### src/fwdt_regs.svh
`ifndef FWDT_REGS_SVH
`define FWDT_REGS_SVH

// Byte address of the control register on the bus
`define FWDT_CTRL_ADDR 8'h0c
// Field positions inside the control register
`define FWDT_ACT_BIT 7
`define FWDT_TOP_BIT 6
// Value after any reset: inactive, count all ones
`define FWDT_CTRL_RST 8'h7f
// Countdown value whose passing fires the reset
`define FWDT_FIRE_VAL 7'h40
// CPU cycles per countdown step
`define FWDT_DIV_CYCLES 49152
// CPU cycles from wake-up to counting again
`define FWDT_WAKE_CYCLES 4096
// Default length of the reset pulse in cycles
`define FWDT_RST_HOLD 64
// AHB transfer type and response codes
`define FWDT_HTRANS_NONSEQ 2'h2
`define FWDT_HTRANS_SEQ 2'h3
`define FWDT_HRESP_OKAY 1'h0

`endif

### src/fwdt_pkg.sv
package fwdt_pkg;

    // Power state of the watchdog
    typedef enum logic [1:0] {
        FWDT_RUN,
        FWDT_HALTED,
        FWDT_WAKING,
        FWDT_FIRING
    } fwdt_state_t;

    // Width of the countdown value
    typedef logic [6:0] fwdt_count_t;

    // One bus data word
    typedef logic [31:0] fwdt_word_t;

endpackage : fwdt_pkg

### src/fwdt_divider.sv
`timescale 1ns/1ns

// Fixed prescaler giving one enable pulse per period
module fwdt_divider #(
    parameter int unsigned DIV_CYCLES = 49152
) (
    input wire logic core_clk_i,
    input wire logic rst_b_i,
    input wire logic run_i,
    input wire logic clear_i,
    output logic tick_o
);

    // Wide enough for the default period
    logic [15:0] cnt_r;
    localparam logic [15:0] LAST = 16'(DIV_CYCLES - 1);

    // Prescaler count, frozen while not running
    always_ff @(posedge core_clk_i or negedge rst_b_i) begin
        if (!rst_b_i) begin
            cnt_r <= 16'h0000;
        end else if (clear_i) begin
            cnt_r <= 16'h0000;
        end else if (run_i) begin
            // Wrap at the end of the period
            if (cnt_r == LAST) begin
                cnt_r <= 16'h0000;
            end else begin
                cnt_r <= cnt_r + 16'h0001;
            end
        end
    end

    // Registered step pulse, one cycle wide
    always_ff @(posedge core_clk_i or negedge rst_b_i) begin
        if (!rst_b_i) begin
            tick_o <= 1'b0;
        end else begin
            tick_o <= run_i && !clear_i && (cnt_r == LAST);
        end
    end

endmodule : fwdt_divider

### src/fwdt_watchdog.sv
`timescale 1ns/1ns
`include "fwdt_regs.svh"

module fwdt_watchdog #(
    parameter int unsigned DIV_CYCLES = `FWDT_DIV_CYCLES,
    parameter int unsigned RST_HOLD = `FWDT_RST_HOLD
) (
    input wire logic core_clk_i,
    input wire logic rst_b_i,
    // AHB-Lite slave
    input wire logic hsel_i,
    input wire logic [31:0] haddr_i,
    input wire logic [1:0] htrans_i,
    input wire logic hwrite_i,
    input wire logic [2:0] hsize_i,
    input wire fwdt_pkg::fwdt_word_t hwdata_i,
    input wire logic hready_i,
    output fwdt_pkg::fwdt_word_t hrdata_o,
    output logic hreadyout_o,
    output logic hresp_o,
    // Option settings, from pins
    input wire logic hw_watchdog_opt_i,
    input wire logic reset_on_halt_opt_i,
    // Core power events, same clock
    input wire logic halt_req_i,
    input wire logic wake_irq_i,
    // Reset request toward the reset pin
    output logic rst_req_b_o
);
    import fwdt_pkg::*;

    // Cycle count of the wake delay
    localparam logic [12:0] WAKE_LAST = 13'(`FWDT_WAKE_CYCLES - 1);
    // Cycle count of the reset pulse
    localparam logic [15:0] HOLD_LAST = 16'(RST_HOLD - 1);

    // Power and firing state
    fwdt_state_t state_r;
    fwdt_state_t state_nxt;
    // Activation bit
    logic activate_r;
    // Countdown value
    fwdt_count_t count_r;
    // Wake delay counter
    logic [12:0] wake_cnt_r;
    // Reset pulse counter
    logic [15:0] hold_cnt_r;
    // Option pin synchronisers
    logic [2:0] hw_sync_r;
    logic [2:0] hoh_sync_r;
    // Settled option levels
    logic hw_opt_r;
    logic hoh_opt_r;
    // Captured bus address phase
    logic wr_pend_r;
    // Step enable from the prescaler
    logic tick;
    // Watchdog may produce a reset
    logic active;
    // Bus write to the control register
    logic ctrl_wr;
    // Reset sources
    logic expire;
    logic sw_fire;
    logic halt_fire;
    logic fire;
    // Address phase hits the control register
    logic addr_hit;

    // Bus slave never stalls and never errors
    // Zero wait states keep the master side simple
    assign hreadyout_o = 1'b1;
    assign hresp_o = `FWDT_HRESP_OKAY;

    // Valid transfer to our word
    // Size is not decoded: every valid transfer acts as a word access
    assign addr_hit = hsel_i && hready_i && htrans_i[1] &&
                      (haddr_i[7:2] == 6'(`FWDT_CTRL_ADDR >> 2)) &&
                      (haddr_i[31:8] == 24'h000000);

    // Three-stage synchronisers on the option pins
    // Options are static in use; the extra stage filters glitches
    always_ff @(posedge core_clk_i or negedge rst_b_i) begin
        if (!rst_b_i) begin
            hw_sync_r <= 3'h0;
            hoh_sync_r <= 3'h0;
        end else begin
            hw_sync_r <= {hw_sync_r[1:0], hw_watchdog_opt_i};
            hoh_sync_r <= {hoh_sync_r[1:0], reset_on_halt_opt_i};
        end
    end

    // Accept an option change once two stages agree
    always_ff @(posedge core_clk_i or negedge rst_b_i) begin
        if (!rst_b_i) begin
            hw_opt_r <= 1'b0;
            hoh_opt_r <= 1'b0;
        end else begin
            if (hw_sync_r[2] == hw_sync_r[1]) begin
                hw_opt_r <= hw_sync_r[2];
            end
            if (hoh_sync_r[2] == hoh_sync_r[1]) begin
                hoh_opt_r <= hoh_sync_r[2];
            end
        end
    end

    // hardware option overrides
    // Activation bit is ignored when the option is set
    assign active = hw_opt_r || activate_r;

    // Write data phase follows the address phase
    always_ff @(posedge core_clk_i or negedge rst_b_i) begin
        if (!rst_b_i) begin
            wr_pend_r <= 1'b0;
        end else if (hready_i) begin
            wr_pend_r <= addr_hit && hwrite_i;
        end
    end

    // Writes during a firing pulse are dropped
    assign ctrl_wr = wr_pend_r && (state_r != FWDT_FIRING);

    // Prescaler runs only while counting
    // Clearing on a fire restarts the period with the reset count
    fwdt_divider #(
        .DIV_CYCLES(DIV_CYCLES)
    ) u_div (
        .core_clk_i(core_clk_i),
        .rst_b_i(rst_b_i),
        .run_i(state_r == FWDT_RUN),
        .clear_i(fire),
        .tick_o(tick)
    );

    // expiry on top bit clearing
    // Only the 40h step clears the top bit by counting
    assign expire = (state_r == FWDT_RUN) && tick && !ctrl_wr &&
                    active && (count_r == `FWDT_FIRE_VAL);

    // software reset by write
    // Activation after this write counts, so a write setting it fires too
    assign sw_fire = ctrl_wr && !hwdata_i[`FWDT_TOP_BIT] &&
                     (active || hwdata_i[`FWDT_ACT_BIT]);

    // reset on halt instruction
    // Without the option a halt only freezes the counter
    assign halt_fire = (state_r == FWDT_RUN) && halt_req_i &&
                       hoh_opt_r && active;

    // single reset request
    // All sources merge into one request
    assign fire = (expire || sw_fire || halt_fire) && (state_r != FWDT_FIRING);

    // Activation bit
    always_ff @(posedge core_clk_i or negedge rst_b_i) begin
        if (!rst_b_i) begin
            activate_r <= 1'b0;
        end else if (state_r == FWDT_FIRING) begin
            // reset state restored
            // The issued reset reinitialises the register too
            activate_r <= 1'b0;
        end else if (ctrl_wr && hwdata_i[`FWDT_ACT_BIT]) begin
            // set only, never cleared
            // Writing zero leaves an active watchdog active
            activate_r <= 1'b1;
        end
    end

    // Countdown value
    always_ff @(posedge core_clk_i or negedge rst_b_i) begin
        if (!rst_b_i) begin
            count_r <= 7'(`FWDT_CTRL_RST);
        end else if (state_r == FWDT_FIRING) begin
            // Back to all ones with the issued reset
            count_r <= 7'(`FWDT_CTRL_RST);
        end else if (ctrl_wr) begin
            // Software reload wins over a step
            count_r <= hwdata_i[6:0];
        end else if (tick && (state_r == FWDT_RUN)) begin
            // Pulse from the last running cycle is dropped, else a
            // halt entered at 40h would slip past 3Fh with no reset
            // one step per period
            count_r <= count_r - 7'h01;
        end
    end

    // Read data registered in the address phase
    always_ff @(posedge core_clk_i or negedge rst_b_i) begin
        if (!rst_b_i) begin
            hrdata_o <= 32'h0000_0000;
        end else if (hready_i) begin
            // control register layout
            // Unmapped words and upper bits read as zero
            if (addr_hit && !hwrite_i) begin
                hrdata_o <= {24'h000000, activate_r, count_r};
            end else begin
                hrdata_o <= 32'h0000_0000;
            end
        end
    end

    // Next power state
    always_comb begin
        state_nxt = state_r;
        unique case (state_r)
            FWDT_RUN: begin
                // wait mode ignored
                // Wait has no input here; counting goes on
                if (fire) begin
                    state_nxt = FWDT_FIRING;
                end else if (halt_req_i) begin
                    state_nxt = FWDT_HALTED;
                end
            end
            FWDT_HALTED: begin
                // An external interrupt, or a software reset write below, leaves halt here
                if (wake_irq_i) begin
                    state_nxt = FWDT_WAKING;
                end
            end
            FWDT_WAKING: begin
                if (sw_fire) begin
                    state_nxt = FWDT_FIRING;
                end else if (wake_cnt_r == WAKE_LAST) begin
                    state_nxt = FWDT_RUN;
                end
            end
            FWDT_FIRING: begin
                if (hold_cnt_r == HOLD_LAST) begin
                    state_nxt = FWDT_RUN;
                end
            end
        endcase
        // Software reset write is honoured while halted too
        if (state_r == FWDT_HALTED && sw_fire) begin
            state_nxt = FWDT_FIRING;
        end
    end

    // State register
    // Leaving halt by a reset lands in the running state
    // reset restores state
    always_ff @(posedge core_clk_i or negedge rst_b_i) begin
        if (!rst_b_i) begin
            state_r <= FWDT_RUN;
        end else begin
            state_r <= state_nxt;
        end
    end

    // Wake delay counter, cleared outside the waking state
    // Thirteen bits hold the whole wake delay
    always_ff @(posedge core_clk_i or negedge rst_b_i) begin
        if (!rst_b_i) begin
            wake_cnt_r <= 13'h0000;
        end else if (state_r == FWDT_WAKING) begin
            wake_cnt_r <= wake_cnt_r + 13'h0001;
        end else begin
            wake_cnt_r <= 13'h0000;
        end
    end

    // Reset pulse counter
    // Limitation: a pulse length above 65536 cycles would wrap
    always_ff @(posedge core_clk_i or negedge rst_b_i) begin
        if (!rst_b_i) begin
            hold_cnt_r <= 16'h0000;
        end else if (state_r == FWDT_FIRING) begin
            hold_cnt_r <= hold_cnt_r + 16'h0001;
        end else begin
            hold_cnt_r <= 16'h0000;
        end
    end

    // Registered request, low for the whole pulse
    always_ff @(posedge core_clk_i or negedge rst_b_i) begin
        if (!rst_b_i) begin
            rst_req_b_o <= 1'b1;
        end else begin
            rst_req_b_o <= (state_nxt != FWDT_FIRING);
        end
    end

endmodule : fwdt_watchdog

### config.mk
export PLATFORM = sky130hd
export DESIGN_NAME = fwdt_watchdog
export DESIGN_NICKNAME = d
export VERILOG_FILES = /design/src/fwdt_pkg.sv /design/src/fwdt_divider.sv /design/src/fwdt_watchdog.sv
export VERILOG_INCLUDE_DIRS = /design/src
export SDC_FILE = /design/constraint.sdc
export NUM_CORES = 1
export LEC_CHECK = 0
export BUFFER_PORTS_ARGS = -buffer_cell sky130_fd_sc_hd__clkbuf_2
export CAP_MARGIN = 20
export CORE_UTILIZATION = 25
export DETAILED_ROUTE_END_ITERATION = 8
export HOLD_SLACK_MARGIN = 0.15
export PLACE_DENSITY = 0.48
export SLEW_MARGIN = 10
export SYNTH_ARGS = -nofsm -noshare
export SYNTH_HDL_FRONTEND = slang
export SYNTH_SLANG_ARGS = --single-unit
### constraint.sdc
create_clock -name core_clk_i -period 2.14 [get_ports core_clk_i]
set_input_delay 0.428 -clock core_clk_i [delete_from_list [all_inputs] [get_ports core_clk_i]]
set_output_delay 0.428 -clock core_clk_i [all_outputs]
set_load 0.1 [all_outputs]
==> results.py, run 1 <==
metrics = {
    "run_status": {
        "outcome": "finished clean",
    },
    "timing": {
        "finalSetupViolations": 0,
        "max_freq_mhz": 490,
        "clock_skew_ps": 4.69,
        "post-route-period-util_pct": 95.4,
        "finalCriticalPeriod_ps": 2040,
        "drv_slew": 0,
        "maxSlewHeadroom_pct": 56.2,
        "layout_setup_ws_ps": 99.3,
        "final_hold_viol_count": 0,
        "max_slew.worst_pin.slew_ps": 652,
    },
    "pwr": {
        "vdd_drop_max_mv": 0.362,
        "p_comb_share_pct": 18.3,
        "seqPwrFrac_pct": 41.0,
        "powerDensity_nw_per_um2": 850,
        "p_leak_nw": 2.09,
        "switchingPower_w": 0.00123,
        "clockPowerShare_pct": 40.7,
        "total_power_w": 0.00396,
        "internal_power_w": 0.00273,
        "swShare_pct": 31.0,
    },
    "detailed_routing": {
        "drt_iter0_markers": 199,
        "wire_per_inst_um": 12.9,
        "drc": 0,
        "dr.pass1.iters": 4,
        "routed_via_density": 4.66,
        "routed_wl_um": 8320,
        "vias": 3010,
        "postRouteAntennaNets": 0,
    },
    "synth": {
        "synth_top_family_by_area": "simple AND/OR/NAND/NOR gates",
        "synth_edf_count": 0,
        "synth.distinct_cells": 60,
        "synth_flop_cell": "dfrtp_1",
        "synth.area.mux_share_pct": 1.57,
        "synth_area_per_cell_um2": 10.0,
        "synth_seq_cells": 74,
        "synthAdderAreaFrac_pct": 2.16,
        "synthArstFlopShare_pct": 100,
        "netlist_area_um2": 3830,
        "synth_warnings": 0,
        "synth-compound-area-share_pct": 10.1,
        "synth_cells": 383,
        "yosys.area_share.simple_pct": 23.0,
        "synth_xor_area_share_pct": 6.63,
        "seq_area_frac_synth_pct": 48.6,
    },
    "min_path": {
        "hold_path.startpoint": "reset_on_halt_opt_i",
        "hold_path_end": "hoh_sync_r[0]",
        "hp-class": "in -> reg",
        "hold_depth": 1,
    },
    "worst_setup_path": {
        "r2r_slack_ps": 100,
        "r2r-start": "count_r[0]",
        "startpoint_type": "flop",
        "crit_required_ps": 2410,
        "crit_fanout": 11,
        "cp.arrival_ps": 2310,
        "crit_type": "reg -> reg",
        "critPathLaunch": "count_r[0]",
        "r2r_end": "u_div.cnt_r[13]",
        "r2r_cells": 8,
        "endpoint_kind": "flop",
    },
    "grt": {
        "grt_pass1_vias": 2991,
        "grt_overflow": 0,
        "grt_pass1_wl_um": 14100,
        "gr-usage-all-layers_pct": 11.3,
        "grt_max_degree": 47,
        "antenna_found_initial": 0,
    },
    "final_layout": {
        "area_growth_pct": 21.6,
        "utilization_pct": 31.6,
        "antenna_cells": 0,
        "mostFrequentLayoutCell": "dfrtp_1",
        "final_cell_area_um2": 4660,
        "nets": 540,
        "layout_common_cells": "66 x dfrtp_1, 55 x clkbuf_2, 41 x nor2_1",
        "drive_gt1_share_pct": 23.2,
    },
    "clock_tree": {
        "clk_pin_slew_ps": 60,
        "insertion_delay_ps": 330,
        "cts.path.max_buffers": 2,
        "htreeDepth": 3,
        "clock_sinks": 74,
        "cts-root-buf": "clkbuf_16",
        "cts_made_buffers": 9,
        "cts_tree": "done",
    },
    "placed_design": {
        "pre_cts_ws_ps": 100,
        "dp_hpwl_um": 6020,
        "io_buffers": 56,
        "dpl-instance-area_um2": 4320,
        "gp_congestion": 0.750,
    },
    "floorplanning": {
        "die_x_um": 126,
        "dieArea_um2": 15800,
        "design.core.area_um2": 14800,
        "start_util_pct": 26.0,
        "die_h_um": 126,
        "io_pins": 113,
        "rows": 44,
    },
    "flow_run": {
        "cap_violations": 0,
    },
}
synthesized netlist by cell type (all sizes together), types with 2 or more instances:
library cell	instances	share of area, %
xor2	16	3.7
maj3	2	0.52
and4	2	0.46
dfstp	8	5.5
nand3b	2	0.39
nor3	9	1.7
nand4	11	1.8
or3b	2	0.46
nand3	28	3.7
nor4	12	2.1
or3	6	0.98
o211ai	2	0.39
nor2	42	4.2
inv	9	0.88
ha	5	1.6
o22ai	2	0.33
mux2i	6	1.6
a21oi	13	1.7
and3	7	1.1
conb	2	0.20
xnor2	13	3.0
a22oi	2	0.52
a21o	2	0.39
o21ai	11	1.4
and4b	3	0.88
nand2	27	2.6
a31oi	6	0.98
nor2b	3	0.49
nor4b	2	0.85
dfrtp	66	43
buf	31	6.2
nand2b	2	0.33
a22o	9	2.1
clkbuf	5	0.49
worst max-delay path by stage:
stage,endpoint,slack [ps],cells past startpoint
floorplan,u_div.cnt_r[14],270,9
global placement,u_div.cnt_r[8],130,8
detailed placement,u_div.cnt_r[13],100,8
CTS,u_div.cnt_r[13],70,8
global route,u_div.cnt_r[3],-7,9
finish,u_div.cnt_r[13],100,8
kinds of logic (layout without fill, tap and decap cells):
kind of cell,Yosys count,count (layout)
AND/OR/NAND/NOR,163,163
flip-flops,74,74
AO/OA/AOI/OAI,56,56
buffers and inverters,46,101
XOR/XNOR,29,29
adder cells (fa/ha/maj),7,7
multiplexers,6,6
other,2,26
worst max-delay path: stages (launching register included):
cell and delay (ps):
dfstp_2 550, inv_1 80, ha_1 210, o211a_1 110, and4b_4 220, nor3_2 190
buf_6 170, or3b_1 350, nand3_1 90
per-layer routing:
metal | wire (um) | GRT usage (%) | part of all wire [%]
met5 | 0 | 0 | 0
met2 | 3960 | 19.0 | 48
met3 | 432 | 2.80 | 5.2
met4 | 153 | 5.10 | 1.8
met1 | 3780 | 13.7 | 45
power groups by stage:
stage | combinational [W] | sequential, W | clock (W)
floorplan | 0.000526 | 0.00169 | 0
global placement | 0.000723 | 0.00164 | 0
detailed placement | 0.000735 | 0.00165 | 0
CTS | 0.000737 | 0.00162 | 0.00167
global route | 0.000803 | 0.00164 | 0.00172
finish | 0.000726 | 0.00162 | 0.00161
state kept, by name, summed over array words and instances (netlist names):
signal        cells
rst_req_b_o       1
activate_r        1
hw_sync_r         3
hw_opt_r          1
hoh_sync_r        3
u_div.tick_o      1
u_div.cnt_r      16
state_r           2
hoh_opt_r         1
hold_cnt_r       16
wake_cnt_r       13
wr_pend_r         1
hrdata_o          8
count_r           7
through the flow:
stage	hold slack (ps)	instances	TNS [ps]
after floorplan	132	407	0
after global placement	335	628	0
after detailed placement	337	628	0
after CTS	183	645	0
after global routing	189	646	-6.99
final	197	646	0
repair_timing:
item                                   CTS  global route
hold buffers                             1             0
setup endpoints to repair                0             3
setup buffers                            0             1
gates resized for setup                  0             1
endpoints found under the hold margin   20             0
layout make-up:
| class | count | area, um2 |
|---|---|---|
| Sequential cell | 74 | 1860 |
| Timing Repair Buffer | 75 | 444 |
| Inverter | 10 | 37.5 |
| Fill cell | 1524 | 10100 |
| Clock inverter | 6 | 91.3 |
| Tap cell | 184 | 230 |
| Clock buffer | 10 | 229 |
| Multi-Input combinational cell | 287 | 1760 |
No activity file was read; power rests on OpenSTA's default activity.
==> inputs of run 2 (changes only) <==
--- a/config.mk
+++ b/config.mk
@@ -11,8 +11,9 @@
 export CORE_UTILIZATION = 25
 export DETAILED_ROUTE_END_ITERATION = 8
 export HOLD_SLACK_MARGIN = 0.15
-export PLACE_DENSITY = 0.48
+export PLACE_DENSITY = 0.47
 export SLEW_MARGIN = 10
 export SYNTH_ARGS = -nofsm -noshare
 export SYNTH_HDL_FRONTEND = slang
+export SYNTH_HIERARCHICAL = 1
 export SYNTH_SLANG_ARGS = --single-unit
==> constraint.sdc (replaced) <==
create_clock -name core_clk_i -period 1.9 [get_ports core_clk_i]
set_input_delay 0.38 -clock core_clk_i [delete_from_list [all_inputs] [get_ports core_clk_i]]
set_output_delay 0.38 -clock core_clk_i [all_outputs]
set_load 0.1 [all_outputs]
==> results.py, run 2 <==
metrics = {
    "synth": {
        "synth_cells": 399,
        "synth_area_per_cell_um2": 9.78,
        "synth.area.top_cells": "dfrtp_1 42%, dfstp_2 5.4%, buf_4 5.0%, xnor2_1 4.9%, nor2_1 3.4%",
        "netlist_area_um2": 3900,
        "synth_seq_cells": 74,
        "netlist.top_cell.by_area": "dfrtp_1",
        "synth_flop_cell": "dfrtp_1",
        "synth_warnings": 6,
        "yosysMostFrequentCell": "dfrtp_1",
        "synthArstFlopShare_pct": 100,
        "synth_edf_count": 0,
        "seq_area_frac_synth_pct": 47.7,
        "synth.distinct_cells": 62,
        "synthTopCellsByCount": "66 x dfrtp_1, 35 x nor2_1, 29 x nand2_1",
        "synth_top_cell_area_share_pct": 42.3,
    },
    "floorplanning": {
        "io_pins": 113,
        "die_x_um": 127,
        "design.core.area_um2": 15200,
        "dieArea_um2": 16100,
        "start_util_pct": 25.7,
        "rows": 45,
        "die_h_um": 127,
    },
    "pwr": {
        "clockPowerShare_pct": 45.8,
        "swShare_pct": 26.8,
        "p_comb_share_pct": 10.7,
        "powerDensity_nw_per_um2": 738,
        "seqPwrFrac_pct": 43.5,
        "internal_power_w": 0.00272,
        "total_power_w": 0.00371,
        "p_leak_nw": 2.19,
        "vdd_drop_max_mv": 0.405,
        "switchingPower_w": 0.000994,
    },
    "grt": {
        "grt_max_degree": 35,
        "gr-usage-all-layers_pct": 11.7,
        "grt_pass1_vias": 3039,
        "grt_pass1_wl_um": 14800,
        "antenna_found_initial": 0,
        "grt_overflow": 0,
    },
    "worst_setup_path": {
        "cp.arrival_ps": 2310,
        "critPathLaunch": "count_r[1]",
        "crit_required_ps": 2160,
        "crit_type": "reg -> reg",
        "endpoint_kind": "flop",
        "startpoint_type": "flop",
        "r2r_slack_ps": -150,
        "crit_fanout": 4,
        "r2r-start": "count_r[1]",
    },
    "timing": {
        "maxSlewHeadroom_pct": 63.2,
        "layout_setup_ws_ps": -155,
        "final_hold_viol_count": 0,
        "finalSetupViolations": 14,
        "rsz0062_at_grt": "yes",
        "max_freq_mhz": 487,
        "clock_skew_ps": 8.62,
        "max_slew.worst_pin.slew_ps": 554,
        "drv_slew": 0,
        "finalCriticalPeriod_ps": 2050,
        "post-route-period-util_pct": 108,
    },
    "placed_design": {
        "dp_hpwl_um": 6270,
        "gp_congestion": 0.790,
        "placedCellCount": 666,
        "io_buffers": 56,
    },
    "final_layout": {
        "nets": 581,
        "layoutNonFillerInstCount": 690,
        "area_growth_pct": 29.1,
        "mostFrequentLayoutCell": "dfrtp_1",
        "antenna_cells": 0,
        "multiInputGateArea_um2": 1890,
        "final-seq-area_um2": 1860,
        "fillers": 1576,
        "utilization_pct": 33.1,
        "layout_common_cells": "66 x dfrtp_1, 55 x clkbuf_2, 35 x buf_4",
        "drive_gt1_share_pct": 30.3,
        "reg_top3": "hold_cnt_r (16), u_div/cnt_r (16), wake_cnt_r (13)",
    },
    "min_path": {
        "hold_path.startpoint": "hwdata_i[4]",
        "hp-class": "in -> reg",
    },
    "clock_tree": {
        "clk_pin_slew_ps": 60,
        "cts-root-buf": "clkbuf_16",
        "htreeDepth": 3,
        "cts.path.max_buffers": 2,
        "clock_sinks": 74,
        "cts_tree": "done",
        "cts_made_buffers": 9,
        "insertion_delay_ps": 340,
    },
    "run_status": {
        "violations": "setup timing",
        "outcome": "finished with violations",
    },
    "detailed_routing": {
        "wire_per_inst_um": 12.6,
        "routed_via_density": 4.60,
        "vias": 3172,
        "drt_iter0_markers": 149,
        "dr.pass1.iters": 4,
        "drc": 0,
        "routed_wl_um": 8730,
        "postRouteAntennaNets": 0,
    },
    "flow_run": {
        "cap_violations": 0,
    },
}
[run 2: cell types whose count changed after synthesis, sizes merged, moves of 8 or more]
cell / change
inv: +12
o2bb2ai: +8
xnor2: +9
xor2: -12
[run 2: cells by family (layout without fill, tap and decap cells)]
family,Yosys count,in the layout,synth area share (%)
other,2,26,0.193
AND/OR/NAND/NOR,167,167,23.7
adder cells (fa/ha/maj),7,7,2.12
flip-flops,74,74,47.7
multiplexers,4,4,1.44
AO/OA/AOI/OAI,60,60,10.2
XOR/XNOR,26,26,5.84
buffers and inverters,59,138,8.85
[run 2: final timing paths]
| kind | to | cells after the start |
|---|---|---|
| min | count_r[4] | 3 |
| min reg2reg | hw_sync_r[1] | 0 |
| max reg2reg | u_div/cnt_r[7] | 9 |
| min in group asynchronous | hold_cnt_r[11] | 2 |
| max in group asynchronous | count_r[6] | 3 |
| max | u_div/cnt_r[7] | 9 |
[run 2: repair_timing]
item	in CTS	in global routing
endpoints found under the setup margin	15	15
resized for setup	4	17
endpoints found under the hold margin	28	0
setup buffers	3	3
pin swaps	9	6
hold buffers	3	0
[run 2: final cells by class]
type,instances,share of cell area (%)
clock buffers,10,4.75
clock inverters,5,1.09
inverters,22,1.64
multi-input cells,290,37.5
flip-flops and latches,74,37.0
well taps,188,4.67
repair buffers,101,13.4
[run 2: critical path: stages, from the launching register on]
cell,delay (ps)
dfstp_2,530
inv_2,40
ha_2,160
and4b_1,170
a22o_1,200
nand2_2,90
o21ai_4,80
nand2b_4,150
or4_1,460
o211ai_1,100
[run 2: power groups by stage]
stage	clock (W)	sequential [W]	combinational, W
floorplan	0	0.00165	0.000314
global placement	0	0.00164	0.000392
detailed placement	0	0.00165	0.000394
CTS	0.00176	0.00162	0.000403
global route	0.00182	0.00162	0.000426
finish	0.00170	0.00162	0.000398
[run 2: layer usage]
layer | routed length (um) | global-route usage, %
met4 | 153 | 5.46
met5 | 0 | 0
met1 | 4120 | 15.3
met3 | 378 | 3.37
met2 | 4070 | 17.8
[run 2: metrics by stage]
| step | cell area [um2] | setup WS, ps | TNS (ps) | hold WS [ps] |
|---|---|---|---|---|
| 2_1_floorplan | 4030 | -85.5 | -130 | 84.4 |
| 3_3_place_gp | 4550 | -202 | -1750 | 334 |
| 3_5_place_dp | 4550 | -229 | -2030 | 336 |
| 4_1_cts | 4910 | -158 | -1350 | 252 |
| 5_1_grt | 5030 | -271 | -2680 | 258 |
| 6_report | 5030 | -155 | -950 | 262 |
==> inputs of run 3 (changes only) <==
--- a/config.mk
+++ b/config.mk
@@ -8,10 +8,11 @@
 export LEC_CHECK = 0
 export BUFFER_PORTS_ARGS = -buffer_cell sky130_fd_sc_hd__clkbuf_2
 export CAP_MARGIN = 20
-export CORE_UTILIZATION = 25
+export CORE_UTILIZATION = 41
 export DETAILED_ROUTE_END_ITERATION = 8
 export HOLD_SLACK_MARGIN = 0.15
-export PLACE_DENSITY = 0.47
+export PLACE_DENSITY = 0.69
+export SKIP_LAST_GASP = 1
 export SLEW_MARGIN = 10
 export SYNTH_ARGS = -nofsm -noshare
 export SYNTH_HDL_FRONTEND = slang
==> results.py, run 3 (synthesized netlist as in run 2, its figures left out) <==
metrics = {
    "grt": {
        "grt_max_degree": 75,
        "gr-usage-all-layers_pct": 17.7,
        "antenna_found_initial": 0,
        "grt_pass1_wl_um": 14000,
        "grt_overflow": 0,
        "grt_pass1_vias": 3116,
    },
    "floorplanning": {
        "die_x_um": 99.5,
        "rows": 35,
        "die_h_um": 99.5,
        "start_util_pct": 42.2,
        "design.core.area_um2": 9240,
        "io_pins": 113,
        "dieArea_um2": 9910,
    },
    "timing": {
        "clock_skew_ps": 9.30,
        "maxSlewHeadroom_pct": 60.8,
        "finalCriticalPeriod_ps": 2030,
        "post-route-period-util_pct": 107,
        "final_hold_viol_count": 0,
        "finalSetupViolations": 14,
        "finalSetupTns_ps": -1080,
        "max_slew.worst_pin.slew_ps": 582,
        "rsz0062_at_grt": "yes",
        "max_freq_mhz": 493,
        "layout_setup_ws_ps": -128,
        "drv_slew": 0,
        "holdWs_ps": 262,
    },
    "worst_setup_path": {
        "crit_type": "reg -> reg",
        "r2r_slack_ps": -130,
        "crit_fanout": 5,
        "cp.arrival_ps": 2300,
        "endpoint_kind": "flop",
        "startpoint_type": "flop",
        "r2r_cells": 9,
        "r2r_end": "u_div/cnt_r[7]",
        "crit_end": "u_div/cnt_r[7]",
        "r2r-start": "count_r[1]",
        "crit_required_ps": 2170,
        "critPathLaunch": "count_r[1]",
    },
    "detailed_routing": {
        "routed_wl_um": 8320,
        "vias": 3247,
        "postRouteAntennaNets": 0,
        "dr.pass1.iters": 4,
        "wire_per_inst_um": 13.2,
        "drt_iter0_markers": 116,
        "drc": 0,
        "routed_via_density": 5.15,
    },
    "pwr": {
        "clockPowerShare_pct": 41.5,
        "p_comb_share_pct": 11.4,
        "p_leak_nw": 2.15,
        "switchingPower_w": 0.000912,
        "powerDensity_nw_per_um2": 705,
        "seqPwrFrac_pct": 47.1,
        "total_power_w": 0.00343,
        "swShare_pct": 26.6,
        "internal_power_w": 0.00252,
        "vdd_drop_max_mv": 0.337,
    },
    "min_path": {
        "hold_path.startpoint": "hwdata_i[4]",
        "hp-class": "in -> reg",
    },
    "final_layout": {
        "reg_top3": "hold_cnt_r (16), u_div/cnt_r (16), wake_cnt_r (13)",
        "utilization_pct": 52.6,
        "layout_common_cells": "66 x dfrtp_1, 55 x clkbuf_2, 34 x buf_4",
        "layoutNonFillerInstCount": 630,
        "nets": 579,
        "area_growth_pct": 24.7,
        "antenna_cells": 0,
        "fillers": 832,
        "mostFrequentLayoutCell": "dfrtp_1",
        "multiInputGateArea_um2": 1880,
        "final-seq-area_um2": 1860,
        "drive_gt1_share_pct": 29.7,
    },
    "clock_tree": {
        "cts_tree": "done",
        "insertion_delay_ps": 350,
        "cts.path.max_buffers": 2,
        "clock_sinks": 74,
        "cts-root-buf": "clkbuf_8",
        "clk_pin_slew_ps": 80,
        "cts_made_buffers": 9,
        "htreeDepth": 3,
    },
    "placed_design": {
        "io_buffers": 56,
        "placedCellCount": 602,
        "dp_hpwl_um": 5790,
        "gp_congestion": 0.831,
    },
    "run_status": {
        "outcome": "finished with violations",
        "violations": "setup timing",
    },
    "flow_run": {
        "cap_violations": 0,
    },
}
-- run 3: worst min path at each step --
stage | slack [ps] | endpoint | cells past startpoint
2_1_floorplan | 80 | activate_r | 0
3_3_place_gp | 330 | hoh_sync_r[1] | 0
3_5_place_dp | 330 | hw_sync_r[1] | 0
4_1_cts | 240 | count_r[4] | 3
5_1_grt | 260 | wr_pend_r | 2
6_report | 260 | count_r[4] | 3
-- run 3: metal layers --
layer	GRT usage, %	vias up	wire length (um)
met3	3.44	8	380
met1	22.8	1563	3740
met2	29.5	107	4120
li1	-	1569	-
met4	7.01	0	85
met5	0	-	0
-- run 3: repair_timing --
| item | 4_1_cts | 5_1_grt |
|---|---|---|
| pin swaps | 7 | 7 |
| setup buffers | 3 | 6 |
| setup endpoints to repair | 15 | 15 |
| resized for setup | 9 | 12 |
| hold endpoints to repair | 68 | 0 |
| hold buffers | 3 | 0 |
-- run 3: area by class of cell --
| cell class | count | share of cell area (%) |
|---|---|---|
| flip-flops and latches | 74 | 38.3 |
| well taps | 129 | 3.32 |
| clock inverters | 4 | 1.49 |
| clock buffers | 12 | 3.40 |
| multi-input cells | 290 | 38.6 |
| repair buffers | 99 | 13.2 |
| inverters | 22 | 1.70 |
-- run 3: critical path, cell delays in order (launching register included) --
cell	delay, ps
dfstp_2	540
inv_2	40
ha_2	160
and4b_1	160
a22o_1	200
nand2_2	80
o21ai_4	70
nand2b_4	150
or4_1	460
o211ai_1	90
-- run 3: power by group through the flow --
stage          Clock (W)  Combinational, W  Sequential (W)
2_1_floorplan          0          0.000314         0.00165
3_3_place_gp           0          0.000385         0.00164
3_5_place_dp           0          0.000388         0.00165
4_1_cts          0.00145          0.000396         0.00161
5_1_grt          0.00152          0.000417         0.00162
6_report         0.00142          0.000392         0.00161
-- run 3: per-stage QoR --
stage	cell area [um2]	setup WS (ps)
after floorplan	4030	-85.5
after global placement	4440	-203
after detailed placement	4440	-246
after CTS	4770	-156
after global routing	4860	-215
final	4860	-128
